==> src/branch_timing_cfg.svh <==
// Function
// - Carry/bit logic opcodes: two bytes, two cycles
// - Calls three/four cycles, returns four cycles
// - Jump forms with documented bytes and cycles
// - Carry and accumulator conditional jumps, three cycles
// - Bit-test jumps: three bytes, four cycles
// - Compare-jump-unequal forms, four cycles, update carry
// - Decrement-jump-nonzero register and direct forms
// - Opcodes 00 and A5 are one-cycle no-ops
// - Instruction cycle lasts four clocks
// - Timer tick every twelve clocks, optionally four
// - External data move takes two plus stretch
// - Stretch in cycle_control low three bits
// - Stretch resets to one
// - Stretch affects data accesses, not fetches
// - Strobe width 2, then four per step
// - Stretch may change anytime, applies next access
// - First pointer at 0x82/0x83
// - Second pointer at 0x84/0x85
// - Select bit 0 at 0x86 picks pointer
// - Incrementing select toggles bit 0
`ifndef BRANCH_TIMING_CFG_SVH
`define BRANCH_TIMING_CFG_SVH
`define SFR_PTR0_LOW 8'h82
`define SFR_PTR0_HIGH 8'h83
`define SFR_PTR1_LOW 8'h84
`define SFR_PTR1_HIGH 8'h85
`define SFR_PTR_SELECT 8'h86
`define SFR_CYCLE_CONTROL 8'h8E
`define STRETCH_LSB 0
`define STRETCH_MSB 2
`define TIMER_FAST_BIT 3
`define CYCLE_CONTROL_RESET 8'h01
`define CLOCKS_PER_ICYCLE 3'h4
`define CLOCKS_PER_TICK_SLOW 4'hC
`define CLOCKS_PER_TICK_FAST 4'h4
`define EXT_MOVE_BASE_CYCLES 4'h2
`endif

==> src/branch_timing_pkg.sv <==
package branch_timing_pkg;
  typedef struct packed {
    logic [1:0] nbytes;
    logic [2:0] ncycles;
    logic is_ext_move;
    logic writes_carry;
    logic is_nop;
  } op_info_type;
  typedef struct packed {
    logic wr;
    logic rd;
    logic inc;
    logic [7:0] addr;
    logic [7:0] wdata;
  } sfr_req_type;
  typedef enum logic [1:0] {
    idle_st, run_st, strobe_st
  } exec_state_type;
endpackage

==> src/branch_timing_core.sv <==
`timescale 1ns/1ps
`default_nettype none
`include "branch_timing_cfg.svh"
module branch_timing_core import branch_timing_pkg::*; (
  input wire logic core_clk,
  input wire logic sys_rst,
  input wire sfr_req_type sfr_req,
  input wire logic op_start,
  input wire logic [7:0] opcode,
  output logic [7:0] sfr_rdata,
  output logic [15:0] active_data_pointer,
  output logic [1:0] op_bytes,
  output logic op_writes_carry,
  output logic op_busy,
  output logic op_done,
  output logic icycle_tick,
  output logic timer_tick,
  output logic data_strobe
);
  // Bytes, instruction cycles and carry use per opcode
  function automatic op_info_type decode(input logic [7:0] op);
    op_info_type r;
    r = '{nbytes: 2'h1, ncycles: 3'h1, is_ext_move: 1'b0, writes_carry: 1'b0, is_nop: 1'b0};
    if (op[4:0] == 5'h11 || op[4:0] == 5'h01) begin
      r.nbytes = 2'h2;
      r.ncycles = 3'h3;
    end else if (op[7:3] == 5'h1B) begin
      r.nbytes = 2'h2;
      r.ncycles = 3'h3;
    end else if (op[7:3] == 5'h17 || op[7:1] == 7'h5B) begin
      r.nbytes = 2'h3;
      r.ncycles = 3'h4;
      r.writes_carry = 1'b1;
    end else if (op == 8'hE0 || op == 8'hF0 || op[7:1] == 7'h71 || op[7:1] == 7'h79) begin
      r.ncycles = 3'h2;
      r.is_ext_move = 1'b1;
    end else begin
      case (op)
        8'hB2, 8'h92: begin
          r.nbytes = 2'h2;
          r.ncycles = 3'h2;
        end
        8'h82, 8'hB0, 8'h72, 8'hA0, 8'hA2: begin
          r.nbytes = 2'h2;
          r.ncycles = 3'h2;
          r.writes_carry = 1'b1;
        end
        8'h12, 8'h02: begin
          r.nbytes = 2'h3;
          r.ncycles = 3'h4;
        end
        8'h22, 8'h32: r.ncycles = 3'h4;
        8'h80, 8'h40, 8'h50, 8'h60, 8'h70: begin
          r.nbytes = 2'h2;
          r.ncycles = 3'h3;
        end
        8'h73: r.ncycles = 3'h3;
        8'h10, 8'h20, 8'h30, 8'hB5, 8'hB4, 8'hD5: begin
          r.nbytes = 2'h3;
          r.ncycles = 3'h4;
          r.writes_carry = (op == 8'hB5 || op == 8'hB4);
        end
        8'h00, 8'hA5: r.is_nop = 1'b1;
        default: r.nbytes = 2'h1;
      endcase
    end
    return r;
  endfunction

  // Register file: pointer bytes, select bit and cycle control
  logic [7:0] p0l_q, p0l_d, p0h_q, p0h_d, p1l_q, p1l_d, p1h_q, p1h_d;
  logic sel_q, sel_d;
  logic [7:0] cc_q, cc_d;
  logic [7:0] rdata_q, rdata_d;
  always_comb begin
    p0l_d = p0l_q;
    p0h_d = p0h_q;
    p1l_d = p1l_q;
    p1h_d = p1h_q;
    sel_d = sel_q;
    cc_d = cc_q;
    if (sfr_req.wr) begin
      case (sfr_req.addr)
        `SFR_PTR0_LOW: p0l_d = sfr_req.wdata;
        `SFR_PTR0_HIGH: p0h_d = sfr_req.wdata;
        `SFR_PTR1_LOW: p1l_d = sfr_req.wdata;
        `SFR_PTR1_HIGH: p1h_d = sfr_req.wdata;
        `SFR_PTR_SELECT: sel_d = sfr_req.wdata[0];
        `SFR_CYCLE_CONTROL: cc_d = {4'h0, sfr_req.wdata[3:0]};
        default: cc_d = cc_q;
      endcase
    end else if (sfr_req.inc && sfr_req.addr == `SFR_PTR_SELECT) begin
      sel_d = ~sel_q;
    end
    case (sfr_req.addr)
      `SFR_PTR0_LOW: rdata_d = p0l_q;
      `SFR_PTR0_HIGH: rdata_d = p0h_q;
      `SFR_PTR1_LOW: rdata_d = p1l_q;
      `SFR_PTR1_HIGH: rdata_d = p1h_q;
      `SFR_PTR_SELECT: rdata_d = {7'h00, sel_q};
      `SFR_CYCLE_CONTROL: rdata_d = cc_q;
      default: rdata_d = 8'h00;
    endcase
    if (!sfr_req.rd) rdata_d = rdata_q;
  end
  always_ff @(posedge core_clk or posedge sys_rst) begin
    if (sys_rst) begin
      p0l_q <= 8'h00;
      p0h_q <= 8'h00;
      p1l_q <= 8'h00;
      p1h_q <= 8'h00;
      sel_q <= 1'b0;
      cc_q <= `CYCLE_CONTROL_RESET;
      rdata_q <= 8'h00;
    end else begin
      p0l_q <= p0l_d;
      p0h_q <= p0h_d;
      p1l_q <= p1l_d;
      p1h_q <= p1h_d;
      sel_q <= sel_d;
      cc_q <= cc_d;
      rdata_q <= rdata_d;
    end
  end
  assign sfr_rdata = rdata_q;

  // Timer prescale and instruction-cycle phase
  logic [1:0] phase_q, phase_d;
  logic [3:0] tdiv_q, tdiv_d;
  logic tick_q, tick_d;
  logic [3:0] tick_period;
  always_comb begin
    tick_period = cc_q[`TIMER_FAST_BIT] ? `CLOCKS_PER_TICK_FAST : `CLOCKS_PER_TICK_SLOW;
    tdiv_d = (tdiv_q >= tick_period - 4'h1) ? 4'h0 : tdiv_q + 4'h1;
    tick_d = (tdiv_q >= tick_period - 4'h1);
  end

  // Sequencer: run for plain opcodes, strobe for external data moves
  exec_state_type st_q, st_d;
  logic [3:0] icnt_q, icnt_d;
  logic [4:0] scnt_q, scnt_d;
  logic [15:0] actptr_q, actptr_d;
  logic [1:0] bytes_q, bytes_d;
  logic carry_q, carry_d, done_q, done_d, strobe_q, strobe_d, busy_q, busy_d, ict_q, ict_d;
  op_info_type info;
  logic [2:0] stretch;
  logic icycle_end;
  always_comb begin
    info = decode(opcode);
    stretch = cc_q[`STRETCH_MSB:`STRETCH_LSB];
    icycle_end = (phase_q == 2'(`CLOCKS_PER_ICYCLE - 3'h1));
    phase_d = (st_q == idle_st) ? 2'h0 : phase_q + 2'h1;
    st_d = st_q;
    icnt_d = icnt_q;
    scnt_d = scnt_q;
    bytes_d = bytes_q;
    carry_d = carry_q;
    done_d = 1'b0;
    strobe_d = 1'b0;
    ict_d = (st_q != idle_st) && icycle_end;
    actptr_d = sel_q ? {p1h_q, p1l_q} : {p0h_q, p0l_q};
    case (st_q)
      idle_st: begin
        if (op_start) begin
          bytes_d = info.nbytes;
          carry_d = info.writes_carry;
          // Stretch sampled at start; later writes hit the next access
          icnt_d = info.is_ext_move ? `EXT_MOVE_BASE_CYCLES + {1'b0, stretch}
                                    : {1'b0, info.ncycles};
          // Strobe width: 2 clocks at zero, else 4 per step
          scnt_d = (stretch == 3'h0) ? 5'h02 : {stretch, 2'b00};
          st_d = info.is_ext_move ? strobe_st : run_st;
        end
      end
      run_st: begin
        if (icycle_end) begin
          icnt_d = icnt_q - 4'h1;
          if (icnt_q == 4'h1) begin
            st_d = idle_st;
            done_d = 1'b1;
          end
        end
      end
      strobe_st: begin
        if (scnt_q != 5'h00) begin
          strobe_d = 1'b1;
          scnt_d = scnt_q - 5'h01;
        end
        if (icycle_end) begin
          icnt_d = icnt_q - 4'h1;
          if (icnt_q == 4'h1) begin
            st_d = idle_st;
            done_d = 1'b1;
          end
        end
      end
      default: st_d = idle_st;
    endcase
    busy_d = (st_d != idle_st);
  end
  always_ff @(posedge core_clk or posedge sys_rst) begin
    if (sys_rst) begin
      st_q <= idle_st;
      phase_q <= 2'h0;
      tdiv_q <= 4'h0;
      tick_q <= 1'b0;
      icnt_q <= 4'h0;
      scnt_q <= 5'h00;
      bytes_q <= 2'h0;
      carry_q <= 1'b0;
      done_q <= 1'b0;
      strobe_q <= 1'b0;
      busy_q <= 1'b0;
      ict_q <= 1'b0;
      actptr_q <= 16'h0000;
    end else begin
      st_q <= st_d;
      phase_q <= phase_d;
      tdiv_q <= tdiv_d;
      tick_q <= tick_d;
      icnt_q <= icnt_d;
      scnt_q <= scnt_d;
      bytes_q <= bytes_d;
      carry_q <= carry_d;
      done_q <= done_d;
      strobe_q <= strobe_d;
      busy_q <= busy_d;
      ict_q <= ict_d;
      actptr_q <= actptr_d;
    end
  end
  assign active_data_pointer = actptr_q;
  assign op_bytes = bytes_q;
  assign op_writes_carry = carry_q;
  assign op_busy = busy_q;
  assign op_done = done_q;
  assign icycle_tick = ict_q;
  assign timer_tick = tick_q;
  assign data_strobe = strobe_q;

  // Done shows 4 * cycles + 1 clocks after the start edge
  logic move_start;
  assign move_start = st_q == idle_st && op_start
    && opcode inside {8'hE0, 8'hF0, 8'hE2, 8'hE3, 8'hF2, 8'hF3};
  chk_reset_stretch: assert property (@(posedge core_clk)
    $fell(sys_rst) |-> cc_q[`STRETCH_MSB:`STRETCH_LSB] == 3'h1)
    else $error("stretch not one after reset");
  chk_sel_toggle: assert property (@(posedge core_clk) disable iff (sys_rst)
    (sfr_req.inc && !sfr_req.wr && sfr_req.addr == `SFR_PTR_SELECT) |=> sel_q != $past(sel_q))
    else $error("select did not toggle");
  chk_nop_one: assert property (@(posedge core_clk) disable iff (sys_rst)
    (st_q == idle_st && op_start && opcode == 8'hA5) |=> !op_done [*4] ##1 op_done)
    else $error("nop not one cycle");
  chk_call_four: assert property (@(posedge core_clk) disable iff (sys_rst)
    (st_q == idle_st && op_start && opcode == 8'h12) |=> !op_done [*8] ##1 !op_done [*8] ##1 op_done)
    else $error("long call not four cycles");
  chk_jump_three: assert property (@(posedge core_clk) disable iff (sys_rst)
    (st_q == idle_st && op_start && opcode == 8'h80) |=> !op_done [*8] ##1 !op_done [*4] ##1 op_done)
    else $error("short jump not three cycles");
  chk_fast_move: assert property (@(posedge core_clk) disable iff (sys_rst)
    (move_start && cc_q[2:0] == 3'h0) |=> ##1 data_strobe [*2] ##1 !data_strobe)
    else $error("strobe width wrong");
  chk_slow_move: assert property (@(posedge core_clk) disable iff (sys_rst)
    (move_start && cc_q[2:0] == 3'h1) |=> ##1 data_strobe [*4] ##1 !data_strobe)
    else $error("stretched strobe width wrong");
  chk_move_base: assert property (@(posedge core_clk) disable iff (sys_rst)
    (move_start && cc_q[2:0] == 3'h0) |=> !op_done [*8] ##1 op_done)
    else $error("fast move not two cycles");
  chk_strobe_data: assert property (@(posedge core_clk) disable iff (sys_rst)
    data_strobe |-> $past(st_q) == strobe_st)
    else $error("strobe outside data move");
  chk_sel_upper: assert property (@(posedge core_clk) disable iff (sys_rst)
    (sfr_req.rd && sfr_req.addr == `SFR_PTR_SELECT) |=> sfr_rdata[7:1] == 7'h00)
    else $error("select upper bits nonzero");
  chk_ptr_pick: assert property (@(posedge core_clk) disable iff (sys_rst)
    sel_q |=> active_data_pointer == {$past(p1h_q), $past(p1l_q)})
    else $error("wrong pointer active");
  chk_ptr_first: assert property (@(posedge core_clk) disable iff (sys_rst)
    !sel_q |=> active_data_pointer == {$past(p0h_q), $past(p0l_q)})
    else $error("first pointer not active");
  chk_rd_first: assert property (@(posedge core_clk) disable iff (sys_rst)
    (sfr_req.rd && sfr_req.addr == `SFR_PTR0_LOW) |=> sfr_rdata == $past(p0l_q))
    else $error("first pointer low byte read wrong");
  chk_rd_second: assert property (@(posedge core_clk) disable iff (sys_rst)
    (sfr_req.rd && sfr_req.addr == `SFR_PTR1_HIGH) |=> sfr_rdata == $past(p1h_q))
    else $error("second pointer high byte read wrong");
  chk_cmp_carry: assert property (@(posedge core_clk) disable iff (sys_rst)
    (st_q == idle_st && op_start && opcode == 8'hB4) |=> op_writes_carry && op_bytes == 2'h3)
    else $error("compare jump decode wrong");
  chk_busy_start: assert property (@(posedge core_clk) disable iff (sys_rst)
    (st_q == idle_st && op_start) |=> op_busy)
    else $error("busy not raised at start");
  chk_done_idle: assert property (@(posedge core_clk) disable iff (sys_rst)
    op_done |-> !op_busy)
    else $error("busy still high at done");
  chk_icycle_gap: assert property (@(posedge core_clk) disable iff (sys_rst)
    icycle_tick |=> !icycle_tick [*3])
    else $error("instruction cycle shorter than four clocks");
  // Main scenarios
  cov_ext_move: cover property (@(posedge core_clk) st_q == strobe_st ##1 op_done);
  cov_sel_inc: cover property (@(posedge core_clk)
    sfr_req.inc && sfr_req.addr == `SFR_PTR_SELECT);
  cov_fast_timer: cover property (@(posedge core_clk) cc_q[`TIMER_FAST_BIT] && timer_tick);
  cov_stretch_max: cover property (@(posedge core_clk) st_q == strobe_st && cc_q[2:0] == 3'h7);
  cov_long_call: cover property (@(posedge core_clk) op_done && op_bytes == 2'h3);
endmodule
`default_nettype wire

==> config.mk <==
export PLATFORM = sky130hd
export DESIGN_NAME = branch_timing_core
export DESIGN_NICKNAME = d
export VERILOG_FILES = /design/src/branch_timing_pkg.sv /design/src/branch_timing_core.sv
export VERILOG_INCLUDE_DIRS = /design/src
export SDC_FILE = /design/constraint.sdc
export NUM_CORES = 1
export LEC_CHECK = 0
export BUFFER_PORTS_ARGS = -buffer_cell sky130_fd_sc_hd__buf_4
export CAP_MARGIN = 20
export CORE_UTILIZATION = 45
export CTS_CLUSTER_DIAMETER = 30
export DETAILED_ROUTE_END_ITERATION = 12
export PLACE_DENSITY = 0.62
export SYNTH_ARGS = -nofsm -noshare
export SYNTH_HDL_FRONTEND = slang
export SYNTH_SLANG_ARGS = --single-unit
==> constraint.sdc <==
create_clock -name core_clk -period 3.5 [get_ports core_clk]
set_input_delay 0.7 -clock core_clk [delete_from_list [all_inputs] [get_ports core_clk]]
set_output_delay 0.7 -clock core_clk [all_outputs]
set_load 0.1 [all_outputs]
==> impl_summary.txt <==
----------------------------------------------------
[Clock network]
  Number of setup buffers added after CTS ... 0
  Cts-stage hold buffer count ... 0
  Number of buffers created by CTS ... 9
  Later-pin clock latency in the skew report ... approximately 350 ps
  Clock transition at the registers of the reported paths ... about 90 ps
  TritonCTS clock tree ... built
  Total number of clock tree sinks ... 86
  Number of cells upsized or downsized after cts ... 0
  CTS max path bufs ... 2
  CTS HTree Levels ... 3
  Master cell of the clock root buffer ... sky130_fd_sc_hd__clkbuf_8

[Synthesis]
  Dominant cell by count in the synthesized netlist ... sky130_fd_sc_hd__dfrtp_1
  Number of warnings issued by yosys ... 0
  Top cells by instance count after synthesis ... sky130_fd_sc_hd__dfrtp_1 (85), sky130_fd_sc_hd__mux2_2 (52), sky130_fd_sc_hd__nor2_1 (25)
  Top cell type's share of synthesized area ... 0.500
  Number of nets produced by synthesis ... roughly 400
  Combined area of all synthesized cells ... roughly 0.0043 mm^2
  Most common flop cell mapped by yosys ... sky130_fd_sc_hd__dfrtp_1
  Distinct cells, synth ... 58
  Sequential share of the synthesized area ... 0.506
  Per-instance average area after synthesis ... around 12 um^2
  Count of state elements after synthesis ... 86
  Proportion of register bits with asynchronous set or reset after synthesis ... 1.00
  Number of flops mapped to enable cells by yosys ... 0
  Library cell with the largest summed area after synthesis ... sky130_fd_sc_hd__dfrtp_1
  Number of instances in the synthesized netlist ... between 300 and 400
  Cell types with the largest area share after synthesis ... sky130_fd_sc_hd__dfrtp_1 (50%), sky130_fd_sc_hd__mux2_2 (14%), sky130_fd_sc_hd__mux2i_1 (3.3%), sky130_fd_sc_hd__ha_1 (3.2%), sky130_fd_sc_hd__a22o_1 (2.3%)

[STA]
  Final sum of negative setup slack ... 0 ps
  Post-layout minimum cycle time ... ~2100 ps
  Final count of pins violating max slew ... 0
  Share of the clock period used by the worst path after layout ... 0.606
  Setup repair after global routing missed its margin ... no
  Highest Clock Rate ... 471 MHz
  Final worst clock skew ... approximately 15 ps
  Final Hold Viols ... 0
  Relative slew slack ... 0.415
  Transition at the pin with the smallest max-transition slack ... 878 ps
  Final count of negative-setup-slack endpoints ... 0

[Final layout]
  Fraction of final layout cells sized beyond drive strength 1 ... 0.334
  Number of fillers in the final layout ... between 800 and 900
  Antenna diode count ... 0
  Nets ... between 400 and 500
  Area added between synthesis and finish ... 17.0%
  Total area of multi-input combinational cells ... about 0.002 mm^2
  Final standard cell utilization of the core ... 0.542
  Sequential standard cell area ... 0.00215 mm^2

[Run]
  Maximum Capacitance Violations ... 0

[Global routing]
  GRT Overall Usage ... 0.192
  Pin count of the biggest net entering global routing ... between 80 and 90
  Via count of the first global-routing pass ... just over 3k
  Overflow after GRT ... 0
  Global-route wire length before repair ... 14.9 mm
  Antenna violations before repair ... 0

[Worst setup path]
  Arrival time at the worst endpoint ... ~2400 ps
  Worst Path Max Fanout ... 8
  CP Class ... input pin to flip-flop
  Crit path capture type ... flip-flop
  Worst-path cell with the longest stage delay ... sky130_fd_sc_hd__and3_1
  CP Launch Type ... input pin
  Critical path cell sequence ... buf_4, nor4b_4, and2_4, and3_1, mux2_2
  CP Data Required Time ... 3730 ps
  Worst stage delay on the critical path ... 450 ps

[Placement]
  Detail Placement HPWL ... 6.19 mm
  Weighted congestion reported at the end of routability-driven placement ... 0.831
  Port Buffer Count ... 61

[Detailed routing]
  Detailed Route WL ... between 8 and 9 mm
  DRC Markers ... 2
  Count of antenna-violating nets left after detailed routing ... 0
  Total via count in the routed design ... 3019
  Average wire per standard cell ... about 16 um
  Drt via density ... about 5.6
  First drt pass iteration count ... 8
  Iteration-0 DRC count of the detailed router ... between 100 and 150

[Outcome]
  Status ... finished, violations left
  Violated checks ... DRC

[Pwr]
  Maximum VDD drop ... a little under 0.0004 V
  Switch share ... 0.378
  Leakage power ... 2.46 nW
  Clock group share of total power ... 0.232
  Portion of total power attributed to sequential cells ... 0.447
  Power per cell area ... around 550 mW/mm^2
  Int Power ... approximately 0.0017 W
  Switching power ... about 0.0010 W
  Gate power share ... 0.321

[Die]
  Initial core utilization ... 0.463
  Die ar. ... 0.00985 mm^2
  Floorplan Core Area ... between 0.009 and 0.01 mm^2
  Standard-cell row count ... 35
  Die X ... 99.3 um
  Die height ... between 90 and 100 um
  Number of I/O pins ... between 60 and 70

[Worst hold path]
  Type of the tightest min-delay check ... input pin to asynchronous set/reset pin

----------------------------------------------------
==> cell type report <==
| type | instances | area share |
|---|---|---|
| clock inverters | 4 | 0.00628 |
| flip-flops and latches | 86 | 0.432 |
| inverters | 17 | 0.0131 |
| well taps | 111 | 0.0279 |
| repair buffers | 62 | 0.0960 |
| clock buffers | 12 | 0.0291 |
| multi-input cells | 250 | 0.395 |
==> critical path: cells and delay by family <==
kind / cells / cell delay (ps)
mux: 1 / 390
buf+inv: 1 / 120
simple gates: 3 / 1140
==> sequential cells by signal (all words and copies together) (netlist names), 2 cells and up <==
name,flops
active_data_pointer,16
p0h_q,8
p0l_q,8
p1h_q,8
p1l_q,8
sfr_rdata,8
scnt_q,5
cc_q,4
icnt_q,4
tdiv_q,4
op_bytes,2
phase_q,2
st_q,2
==> path summary, 6_finish.rpt <==
check | slack (ps) | end | cells past startpoint | startpoint
worst min register to register | 430 | phase_q[0] | 1 | phase_q[0]
worst min-delay path | 430 | sfr_rdata[4] | 3 | sys_rst
worst max-delay path | 1380 | p0l_q[0] | 5 | sfr_req[14]
min in group core_clk | 430 | phase_q[0] | 1 | phase_q[0]
worst max register to register | 1450 | icnt_q[3] | 7 | st_q[0]
max in group asynchronous | 2690 | cc_q[0] | 3 | sys_rst
==> power by group through the flow <==
| stage | registers [W] | logic, W | clock network (W) |
|---|---|---|---|
| after global routing | 0.00125 | 0.000972 | 0.000699 |
| after global placement | 0.00124 | 0.000874 | 0 |
| after detailed placement | 0.00125 | 0.000889 | 0 |
| final | 0.00123 | 0.000883 | 0.000639 |
| after floorplan | 0.00148 | 0.000446 | 0 |
| after CTS | 0.00123 | 0.000893 | 0.000652 |
==> logic make-up (layout without fill, tap and decap cells) <==
| kind of cell | after synthesis | after routing | share of synthesized area |
|---|---|---|---|
| xor+xnor | 3 | 3 | 0.00617 |
| flops | 86 | 86 | 0.506 |
| fa+ha+maj | 11 | 11 | 0.0323 |
| buf+inv | 29 | 95 | 0.0317 |
| compound gates | 82 | 82 | 0.135 |
| mux | 66 | 66 | 0.170 |
| simple gates | 88 | 88 | 0.118 |
==> through the flow <==
step                instances  power [W]  cell area, um^2  hold slack [ps]  setup WS [ps]
global route              542    0.00292             4980              453           1260
detailed placement        526    0.00214             4800              425           1000
global placement          526    0.00212             4800              420           1030
finish                    542    0.00275             4980              432           1380
CTS                       542    0.00277             4980              439           1360
floorplan                 365    0.00193             4260              403            580
==> per-layer routing <==
metal	vias to the layer above	global-route usage	wire, um
li1	1460	-	-
met4	0	0.0611	88
met1	1497	0.275	4380
met3	8	0.0344	259
met5	-	0	0
met2	54	0.299	4090
==> cell usage in the layout (no fill, tap or decap), drive strengths merged, types with 3 or more instances in the layout <==
cell type,count
and2,3
nor2b,6
and3,4
dfrtp,85
a21o,4
nor3,4
mux2,52
a22oi,7
o21ai,11
nand3,6
nand2,21
clkbuf,12
a21oi,13
a22o,11
mux2i,14
nor2,26
a31oi,8
o22a,4
clkinvlp,3
inv,17
ha,11
buf,62
o22ai,10
(Power assumes the default switching activity.)
